===== config.mk =====
export PLATFORM = sky130hd
export DESIGN_NAME = irq_mask_dual_tone_keypad_indirect_regs
export DESIGN_NICKNAME = d
export VERILOG_FILES = /design/src/shared/line_regs_pkg.sv /design/src/hw/indirect_store.sv /design/src/hw/irq_mask_dual_tone_keypad_indirect_regs.sv
export SDC_FILE = /design/constraint.sdc
export NUM_CORES = 2
export LEC_CHECK = 0
export BUFFER_PORTS_ARGS = -buffer_cell sky130_fd_sc_hd__buf_2
export CORE_MARGIN = 2
export CORE_UTILIZATION = 50
export CTS_CLUSTER_DIAMETER = 50
export CTS_CLUSTER_SIZE = 16
export DETAILED_ROUTE_END_ITERATION = 16
export MAX_ROUTING_LAYER = met4
export PLACE_DENSITY = 0.69
export SLEW_MARGIN = 20
export SYNTH_ARGS = -nofsm -noshare
export SYNTH_HDL_FRONTEND = slang
export SYNTH_SLANG_ARGS = --single-unit

===== constraint.sdc =====
create_clock -name clk_i -period 8.8 [get_ports clk_i]
set_clock_uncertainty 0.05 [all_clocks]
set_input_delay 0.44 -clock clk_i [delete_from_list [all_inputs] [get_ports clk_i]]
set_output_delay 0.44 -clock clk_i [all_outputs]
set_load 0.005 [all_outputs]

===== src/shared/line_regs_pkg.sv =====
// Register offsets, field positions and timing constants of the mask bank.
package line_regs_pkg;
    // Register byte offsets on the control port.
    localparam logic [7:0] TIMER_IRQ_STATUS_OFS = 8'h12;
    localparam logic [7:0] ALARM_LOOP_IRQ_STATUS_OFS = 8'h13;
    localparam logic [7:0] MISC_IRQ_STATUS_OFS = 8'h14;
    localparam logic [7:0] TIMER_IRQ_MASK_OFS = 8'h15;
    localparam logic [7:0] ALARM_LOOP_IRQ_MASK_OFS = 8'h16;
    localparam logic [7:0] MISC_IRQ_MASK_OFS = 8'h17;
    localparam logic [7:0] TONE_DIGIT_STATUS_OFS = 8'h18;
    localparam logic [7:0] INDIRECT_DATA_LOW_OFS = 8'h1c;
    localparam logic [7:0] INDIRECT_DATA_HIGH_OFS = 8'h1d;
    localparam logic [7:0] INDIRECT_ADDRESS_OFS = 8'h1e;
    localparam logic [7:0] INDIRECT_STATUS_OFS = 8'h1f;
    // Field positions of the third mask and status register.
    localparam int TONE_DETECT_BIT = 0;
    localparam int INDIRECT_DONE_BIT = 1;
    localparam int CAL_ERROR_BIT = 2;
    localparam int MISC_BITS = 3;
    // Field positions of the tone digit status register.
    localparam int DIGIT_PRESENT_BIT = 4;
    localparam int DIGIT_CODE_LSB = 0;
    localparam int DIGIT_CODE_W = 4;
    // Reset values.
    localparam logic [7:0] MASK_RESET = 8'h00;
    localparam logic [15:0] INDIRECT_DATA_RESET = 16'h0000;
    localparam logic [7:0] INDIRECT_ADDRESS_RESET = 8'h00;
    // Indirect update period and its count of 5 ns clock cycles.
    localparam int CLK_PERIOD_PS = 5000;
    localparam int UPDATE_PERIOD_NS = 62500;
    localparam int UPDATE_CYCLES = (UPDATE_PERIOD_NS * 1000) / CLK_PERIOD_PS;
    localparam int TICK_COUNT_W = 16;
endpackage : line_regs_pkg


===== src/hw/indirect_store.sv =====
// Indirect register array written and read on the update tick.
`timescale 1ns/1ps
`default_nettype none
module indirect_store #(
    parameter int ADDR_W = 8,
    parameter int DATA_W = 16
) (
    // Clock and clock enable.
    input wire logic clk_i,
    input wire logic ce_i,
    // Access.
    input wire logic wr_en_i,
    input wire logic [ADDR_W-1:0] addr_i,
    input wire logic [DATA_W-1:0] data_i,
    output logic [DATA_W-1:0] rdata_o
);
    if (ADDR_W < 1 || ADDR_W > 16 || DATA_W < 1) begin : g_bad_size
        $error("Store address or data width out of range.");
    end

    logic [DATA_W-1:0] mem [0:(1<<ADDR_W)-1];

    always_ff @(posedge clk_i) begin
        if (ce_i && wr_en_i) begin
            mem[addr_i] <= data_i;
        end
    end

    assign rdata_o = mem[addr_i];
endmodule : indirect_store
`default_nettype wire


===== src/hw/irq_mask_dual_tone_keypad_indirect_regs.sv =====
// Interrupt masks, tone digit status and indirect register window.
//
// How it works
// - Timer mask bits: meter, ring, osc B, osc A.
// - Mask 0 blocks, 1 passes; all read/write.
// - Power alarm six..one masks sit in bits 7:2.
// - Bit 1 loop change, bit 0 ring trip.
// - Third mask: calibration, indirect done, tone detect.
// - Bit 4 shows a digit is being detected.
// - Keys 1-9 code 1-9, key 0 codes 1010.
// - Star, pound, A, B, C follow; D is 0000.
// - Indirect data split into low and high bytes.
// - Data then address write stores on next tick.
// - Address-only write loads data on next tick.
// - Indirect transfers happen only on the tick.
// - Indirect address is an eight-bit read/write field.
// - Writing one clears a pending flag; zero keeps.
// - Serviced transfer sets the indirect done flag.
// - Pending bit high from address write to completion.
`timescale 1ns/1ps
`default_nettype none
module irq_mask_dual_tone_keypad_indirect_regs #(
    parameter int UPDATE_CYCLES = line_regs_pkg::UPDATE_CYCLES
) (
    // Clock, reset and enable.
    input wire logic clk_i,
    input wire logic rstn_i,
    input wire logic ce_i,
    // Register access from the control port.
    input wire logic wr_i,
    input wire logic rd_i,
    input wire logic [7:0] addr_i,
    input wire logic [7:0] wdata_i,
    output logic [7:0] rdata_o,
    output logic rvalid_o,
    // Event pulses from the line logic.
    input wire logic [7:0] timer_evt_i,
    input wire logic [7:0] alarm_loop_evt_i,
    input wire logic cal_error_evt_i,
    input wire logic tone_evt_i,
    // Tone detector state.
    input wire logic digit_present_i,
    input wire logic [3:0] digit_code_i,
    // Interrupt request.
    output logic irq_o
);
    localparam int CW = line_regs_pkg::TICK_COUNT_W;
    localparam int MB = line_regs_pkg::MISC_BITS;

    if (UPDATE_CYCLES < 1 || UPDATE_CYCLES > (1 << CW)) begin : g_bad_period
        $error("UPDATE_CYCLES does not fit the tick counter.");
    end

    typedef struct packed {
        logic [7:0] timer_irq_mask;
        logic [7:0] alarm_loop_irq_mask;
        logic [MB-1:0] misc_irq_mask;
        logic [7:0] timer_flags;
        logic [7:0] alarm_loop_flags;
        logic [MB-1:0] misc_flags;
        logic digit_present;
        logic [3:0] digit_code;
        logic [15:0] indirect_data;
        logic [7:0] indirect_addr;
        logic indirect_pending;
        logic data_written;
        logic [CW-1:0] tick_count;
        logic [7:0] rdata;
        logic rvalid;
        logic irq;
    } state_type;

    localparam state_type RESET_STATE = '{
        timer_irq_mask: line_regs_pkg::MASK_RESET,
        alarm_loop_irq_mask: line_regs_pkg::MASK_RESET,
        misc_irq_mask: line_regs_pkg::MASK_RESET[MB-1:0],
        indirect_data: line_regs_pkg::INDIRECT_DATA_RESET,
        indirect_addr: line_regs_pkg::INDIRECT_ADDRESS_RESET,
        default: '0
    };

    state_type st;
    state_type next_st;
    logic tick;
    logic store_wr;
    logic [15:0] store_rdata;
    logic [MB-1:0] misc_evt;

    // Byte that a register read returns; unmapped offsets read zero.
    function automatic logic [7:0] read_mux(input state_type s,
                                            input logic [7:0] a);
        logic [7:0] r;
        r = 8'h00;
        case (a)
            line_regs_pkg::TIMER_IRQ_STATUS_OFS: r = s.timer_flags;
            line_regs_pkg::ALARM_LOOP_IRQ_STATUS_OFS: r = s.alarm_loop_flags;
            line_regs_pkg::MISC_IRQ_STATUS_OFS: r = 8'(s.misc_flags);
            line_regs_pkg::TIMER_IRQ_MASK_OFS: r = s.timer_irq_mask;
            line_regs_pkg::ALARM_LOOP_IRQ_MASK_OFS: begin
                r = s.alarm_loop_irq_mask;
            end
            line_regs_pkg::MISC_IRQ_MASK_OFS: r = 8'(s.misc_irq_mask);
            line_regs_pkg::TONE_DIGIT_STATUS_OFS: begin
                r = 8'({s.digit_present, s.digit_code});
            end
            line_regs_pkg::INDIRECT_DATA_LOW_OFS: r = s.indirect_data[7:0];
            line_regs_pkg::INDIRECT_DATA_HIGH_OFS: r = s.indirect_data[15:8];
            line_regs_pkg::INDIRECT_ADDRESS_OFS: r = s.indirect_addr;
            line_regs_pkg::INDIRECT_STATUS_OFS: begin
                r = 8'(s.indirect_pending);
            end
            default: r = 8'h00;
        endcase
        return r;
    endfunction : read_mux

    // True when a register write hits the given offset.
    function automatic logic hit(input logic w, input logic [7:0] a,
                                 input logic [7:0] ofs);
        return w && (a == ofs);
    endfunction : hit

    indirect_store #(
        .ADDR_W(8),
        .DATA_W(16)
    ) u_store (
        .clk_i(clk_i),
        .ce_i(ce_i),
        .wr_en_i(store_wr),
        .addr_i(st.indirect_addr),
        .data_i(st.indirect_data),
        .rdata_o(store_rdata)
    );

    assign tick = ce_i && (st.tick_count == '0);
    assign store_wr = tick && st.indirect_pending && st.data_written;

    always_comb begin
        next_st = st;
        misc_evt = '0;
        next_st.rvalid = 1'b0;
        // Free running update tick.
        if (st.tick_count == '0) begin
            next_st.tick_count = CW'(UPDATE_CYCLES - 1);
        end else begin
            next_st.tick_count = st.tick_count - CW'(1);
        end
        // Pending transfer is serviced only on the tick.
        if (tick && st.indirect_pending) begin
            if (!st.data_written) begin
                next_st.indirect_data = store_rdata;
            end
            next_st.indirect_pending = 1'b0;
            next_st.data_written = 1'b0;
            misc_evt[line_regs_pkg::INDIRECT_DONE_BIT] = 1'b1;
        end
        misc_evt[line_regs_pkg::CAL_ERROR_BIT] = cal_error_evt_i;
        misc_evt[line_regs_pkg::TONE_DETECT_BIT] = tone_evt_i;
        // Write-one-to-clear, with a same-cycle event winning.
        next_st.timer_flags = timer_evt_i | (st.timer_flags & ~(
            hit(wr_i, addr_i, line_regs_pkg::TIMER_IRQ_STATUS_OFS)
            ? wdata_i : 8'h00));
        next_st.alarm_loop_flags = alarm_loop_evt_i | (st.alarm_loop_flags
            & ~(hit(wr_i, addr_i, line_regs_pkg::ALARM_LOOP_IRQ_STATUS_OFS)
            ? wdata_i : 8'h00));
        next_st.misc_flags = misc_evt | (st.misc_flags & ~(
            hit(wr_i, addr_i, line_regs_pkg::MISC_IRQ_STATUS_OFS)
            ? wdata_i[MB-1:0] : '0));
        // Host register writes.
        if (hit(wr_i, addr_i, line_regs_pkg::TIMER_IRQ_MASK_OFS)) begin
            next_st.timer_irq_mask = wdata_i;
        end
        if (hit(wr_i, addr_i, line_regs_pkg::ALARM_LOOP_IRQ_MASK_OFS)) begin
            next_st.alarm_loop_irq_mask = wdata_i;
        end
        if (hit(wr_i, addr_i, line_regs_pkg::MISC_IRQ_MASK_OFS)) begin
            next_st.misc_irq_mask = wdata_i[MB-1:0];
        end
        if (hit(wr_i, addr_i, line_regs_pkg::INDIRECT_DATA_LOW_OFS)) begin
            next_st.indirect_data[7:0] = wdata_i;
            next_st.data_written = 1'b1;
        end
        if (hit(wr_i, addr_i, line_regs_pkg::INDIRECT_DATA_HIGH_OFS)) begin
            next_st.indirect_data[15:8] = wdata_i;
            next_st.data_written = 1'b1;
        end
        if (hit(wr_i, addr_i, line_regs_pkg::INDIRECT_ADDRESS_OFS)) begin
            next_st.indirect_addr = wdata_i;
            next_st.indirect_pending = 1'b1;
        end
        // Tone detector state is sampled on every cycle with ce_i high.
        next_st.digit_present = digit_present_i;
        next_st.digit_code = digit_code_i;
        if (rd_i) begin
            next_st.rdata = read_mux(st, addr_i);
            next_st.rvalid = 1'b1;
        end
        next_st.irq = |(next_st.timer_flags & next_st.timer_irq_mask)
            || |(next_st.alarm_loop_flags & next_st.alarm_loop_irq_mask)
            || |(next_st.misc_flags & next_st.misc_irq_mask);
    end

    always_ff @(posedge clk_i or negedge rstn_i) begin
        if (!rstn_i) begin
            st <= RESET_STATE;
        end else if (ce_i) begin
            st <= next_st;
        end
    end

    assign rdata_o = st.rdata;
    assign rvalid_o = st.rvalid;
    assign irq_o = st.irq;
endmodule : irq_mask_dual_tone_keypad_indirect_regs
`default_nettype wire


# Word-level counts from Yosys, hierarchy flattened
# Memory sizes are Yosys's and may differ from the RTL's.
# Cells that the tools add are included.
# Widths: inputs -> output; s select.
dict set report totals {
  regBits 95
  ram_bits 4096
  output_inout_bits 10
  word_cells 93
  n_memories 1
}
dict set report classes {
  add_sub_neg 1
  eq_ne 13
  mux 20
  n_bitwise 12
  n_reduce_logical 29
}
# name depth word_bits rd rd_ports_with_merged_regs wr line_no
set mem_list {}
lappend mem_list {u_store.mem 256 16 1 0 1 indirect_store.sv:21} ;# logic [DATA_W-1:0] mem [0:(1<<ADDR_W)-1];
# operator count
set op_table {}
lappend op_table {{$eq 8x5->1 const B} 11}
lappend op_table {{$pmux 8 s11} 1}
lappend op_table {{$mux 16} 3}
lappend op_table {{$mux 8} 6}
lappend op_table {{$and 8x8->8} 4}
lappend op_table {{$logic_not 16->1} 1}
lappend op_table {{$not 8->8} 2}
lappend op_table {{$or 8x8->8} 2}
lappend op_table {{$reduce_or 8->1} 2}
lappend op_table {{$sub 16x1->16 const B} 1}
lappend op_table {{$logic_and 1x1->1} 13}
lappend op_table {{$reduce_and 2->1} 4}
lappend op_table {{$mux 1} 7}
lappend op_table {{$and 3x3->3} 2}
lappend op_table {{$mux 3} 2}
lappend op_table {{$reduce_and 3->1} 2}
lappend op_table {{$reduce_bool 2->1} 3}
lappend op_table {{$ne 2x1->1 const B} 2}
lappend op_table {{$not 3->3} 1}
lappend op_table {{$or 3x3->3} 1}
lappend op_table {{$reduce_bool 3->1} 1}
lappend op_table {{$reduce_or 3->1} 1}
lappend op_table {{$logic_or 1x1->1} 2}
lappend op_table {{$mux 2} 1}

# Depth between registers and ports, before layout
dict set report logic_depth {
  depth_word 10
  mapped_depth 14
  depth_no_buf 10
}

# Hierarchy
# A second synthesis with hierarchy kept.
dict set report unflattened {
  hier_cells 7195
  area_unflattened_um2 159924.6
}
# module instances cells_per_inst area_each_um2
set by_module_without_submodules {}
lappend by_module_without_submodules {indirect_store 1 6688 154760.9}
lappend by_module_without_submodules {irq_mask_dual_tone_keypad_indirect_regs 1 507 5163.7}

# Worst setup path after synthesis
# Ideal clock, no wire load.
dict set report synth_timing {
  path_kind {register -> register}
  startpoint {reg st[47] (netlist name)}
  endpoint {reg st, in the netlist rdata_o[3]}
  arrival_ps 4153
  path_slack_ps 4514
  stages_incl_launch_ff 7
  n_path_buf 0
  period_less_slack_ps 4286
  path_cell_list {dfrtp_1 > mux2_2 > a32o_1 > a21oi_1 > o21ai_0 > a221oi_1 > o21ai_0}
}
dict set report synth_via {
  elab_chain_cells 1
}
# item line_no
set synth_rtl {}
lappend synth_rtl {{from (decl)} irq_mask_dual_tone_keypad_indirect_regs.sv:82} ;# state_type st;
lappend synth_rtl {{from (signal assigned)} irq_mask_dual_tone_keypad_indirect_regs.sv:207} ;# st <= next_st;
lappend synth_rtl {{$pmux 8 s11} irq_mask_dual_tone_keypad_indirect_regs.sv:94} ;# case (a)
# No other way between the ends.
# A chain may end at the register's enable or synchronous reset.

# Final worst setup path
dict set report layout_timing {
  startpoint {reg st[28] (netlist name)}
  endpoint {reg st[41] (netlist name)}
}
dict set report layout_via {
  elab_chain_cells 4
}
# item line_no
set layout_rtl {}
lappend layout_rtl {{$mem_v2 256x16} --}
lappend layout_rtl {{$mux 16} irq_mask_dual_tone_keypad_indirect_regs.sv:150} ;# if (!st.data_written) begin
lappend layout_rtl {{$mux 16} irq_mask_dual_tone_keypad_indirect_regs.sv:149} ;# if (tick && st.indirect_pending) begin
lappend layout_rtl {{$mux 8} irq_mask_dual_tone_keypad_indirect_regs.sv:179} ;# if (hit(wr_i, addr_i, line_regs_pkg::INDIRECT_DATA_LOW_OFS)) begin
# No other way between the ends. The select of a mux whose other input is x is not followed.

==> flow_summary_export.csv <==
group,metric,value,unit
yosys,synth_ff_type,"edfxtp_1",
timing,worst_pin_slew,1.27,ns
cells_and_area,layout_common_cells,"edfxtp_1 (4096), mux4_2 (930), clkbuf_16 (383), buf_4 (357), nor2_1 (306)",
placed_design,hpwlAfterDp,268,mm
timing,fin_ws,3.00,ns
cells_and_area,drive_above_1_share,0.264,
cells_and_area,final_area,182000,µm²
routing,antenna_left,0,
yosys,async_flop_share,0.0227,
timing,hold_viol,0,
placed_design,place.gp.congestion,0.932,
power,powerDensity,224,nW/µm²
floorplanning,core,321000,µm²
yosys,ys_ff_latch,4191,
yosys,synth_fa_ha_area_frac,0.000155,
timing,setup_tns,0,ns
global_routing,grt_pass1_wl,632,mm
cells_and_area,final_nets,8018,
routing,drtPass1Iterations,9,
routing,first_iter_violations,13867,
power,p_int,31700,µW
cts,clock_latency,0.98,ns
routing,routed_wl,451,mm
power,pwr-share-clk,0.420,
cts,cts_buffers,381,
power,p_seq_frac,0.542,
cts,cts_max_level,5,
hold_path,hp-class,"input pin to flip-flop",
floorplanning,die_x,571,µm
routing,via_count,83895,
global_routing,grt_use_total,0.283,
timing,finalSetupViolations,0,
cts,cts.path.max_buffers,4,
yosys,synthXorXnorAreaFrac,0.000599,
worst_setup_path,path_max_fanout,42,
floorplanning,start_util,0.502,
timing,final_max_slew_viol_count,0,
cells_and_area,utilization,0.567,
yosys,syn_inst,7550,
routing,wire_per_inst,35.9,µm
cts,clk_pin_slew,0.07,ns
cells_and_area,layout-area-overhead-vs-synth,12.9,%
yosys,synth_top_area_frac,0.764,
timing,rsz0062_at_grt,"false",
worst_setup_path,end_kind,"flip-flop",
floorplanning,ios,54,
floorplanning,rows,208,
yosys,yosysWarnings,0,
timing,max_freq,0.172,GHz
yosys,syn-cell-area,161000,µm²
global_routing,grt_pass1_vias,81979,
global_routing,grt_overflow,0,
yosys,synth_top_family_by_area,"multiplexers",
routing,drc_errors,0,
yosys,ys_types,70,
placed_design,io_buffers,53,
power,ir_drop,0.181,mV
power,p_comb_frac,0.039,
power,swShare,0.221,
worst_setup_path,required,9.53,ns
yosys,synthSimpleGateAreaFrac,0.0223,
timing,finalCritPeriodShare,0.659,
yosys,syn_area_per_cell,21.3,µm²
yosys,yosysSeqAreaShare,0.779,
yosys,synth_edf_count,4096,
global_routing,antenna_found_initial,23,
worst_setup_path,cp.arrival,6.53,ns
outcome,status,"complete, no violations",
timing,relSlewSlack,0.150,
yosys,synthesis.nets,7596,
routing,routed_via_density,6.68,
yosys,yosysTopAreaCell,"edfxtp_1",
yosys,synth_compound_area_frac,0.0362,
placed_design,dp_slack,2.99,ns
cts,cts-root-buf,"clkbuf_16",
power,leakagePower,0.0577,µW
global_routing,grt_max_degree,194,
run,max_cap_viol_count,0,
floorplanning,die_y,571,µm
timing,min_period,5.80,ns
placed_design,dpl-instance-area,168000,µm²
cells_and_area,layout_commonest_cell,"edfxtp_1",
power,switchingPower,9000,µW
yosys,synthTopCellsByArea,"edfxtp_1 (76%), mux4_2 (13%), mux2i_1 (1.5%)",
worst_setup_path,path_class,"flip-flop to flip-flop",
floorplanning,die-area,326000,µm²
cts,cts_tree,"done",
cts,clkSinkCount,4191,
yosys,synthMuxAreaShare,0.149,
worst_setup_path,start_kind,"flip-flop",
==> final timing paths <==
path | start | to | slack (ns) | depth (start not counted)
setup / recovery | st[28] | st[41] | 3.00 | 8
hold / removal | addr_i[2] | rdata_o[0] | 0.07 | 3
setup reg to reg | st[28] | st[41] | 3.00 | 8
hold reg to reg | rdata_o[0] | rdata_o[0] | 0.43 | 2
max in group asynchronous | rstn_i | st[41] | 7.06 | 4
min in group asynchronous | rstn_i | st[52] | 0.45 | 4
==> worst max-delay path, stage by stage, from the launching register on <==
cell and delay, ns:
dfrtp_4 0.99, buf_4 0.76, buf_4 0.81, mux4_2 0.61, o22ai_1 0.38, nor4_1 0.15, a21oi_1 0.73, a2bb2oi_1 0.87
a21oi_1 0.14
==> final cells by class <==
class,instances,area (µm²)
Antenna cell,14,35.0
Clock buffer,405,9670
Clock inverter,255,3180
Fill cell,23080,139000
Inverter,11,43.8
Multi-Input combinational cell,2897,33900
Sequential cell,4191,125000
Tap cell,4305,5390
Timing Repair Buffer,490,4020
==> flip-flops by register name (all words and copies together) (netlist names) <==
register,cells
irq_o,1
rdata_o,8
rvalid_o,1
st,85
u_store.mem,4096
==> power groups by stage <==
stage	logic (µW)	clock network, µW	registers (µW)
5_1_grt	1620	18000	22100
3_3_place_gp	1480	0	22500
2_1_floorplan	737	0	22600
4_1_cts	1520	17200	22100
6_report	1570	17100	22100
3_5_place_dp	1500	0	22500
==> cells in the mapped netlist, types with 10 or more instances <==
cell type / n
a221oi_1: 36
clkbuf_1: 258
mux2i_1: 240
nor2_1: 369
buf_1: 36
buf_4: 41
o221ai_1: 31
nand3_1: 44
a21oi_1: 119
a31oi_1: 30
a22oi_1: 161
nor3_1: 28
a22o_1: 44
nand2_1: 204
and3_1: 12
edfxtp_1: 4096
dfrtp_1: 95
a211oi_1: 39
o22a_1: 27
o22ai_1: 208
nor4_1: 51
mux2_2: 58
nor2b_1: 28
and2_1: 12
mux4_2: 930
o211ai_1: 16
o21ai_0: 76
nand2b_1: 11
or3_1: 10
buf_2: 116
==> stage by stage <==
| stage | total power [µW] | hold slack (ns) | std cells |
|---|---|---|---|
| finish | 40700 | 0.0689 | 12568 |
| global route | 41600 | 0.0832 | 12562 |
| CTS | 40800 | 0.0137 | 12550 |
| detailed placement | 24000 | 0.350 | 11836 |
| global placement | 24000 | 0.344 | 11834 |
| floorplan | 23300 | 0.0944 | 7550 |
==> what timing repair did <==
| action | in CTS | in global routing |
|---|---|---|
| hold buffers | 54 | 0 |
| resized for setup | 0 | 0 |
| hold endpoints to repair | 100 | 0 |
| buffers inserted | 0 | 0 |
==> layer usage <==
metal / global-route usage / wire length, µm
met1: 0.374 / 162000
met2: 0.424 / 211000
met3: 0.0705 / 55900
met4: 0.118 / 22800
met5: - / 0
==> cell families after synthesis <==
family | count (synthesis)
multiplexers | 1228
AO/OA/AOI/OAI | 848
XOR/XNOR | 11
buffers and inverters | 462
flip-flops | 4191
adder cells (fa/ha/maj) | 2
AND/OR/NAND/NOR | 808
No activity file was read; power rests on OpenSTA's default activity.
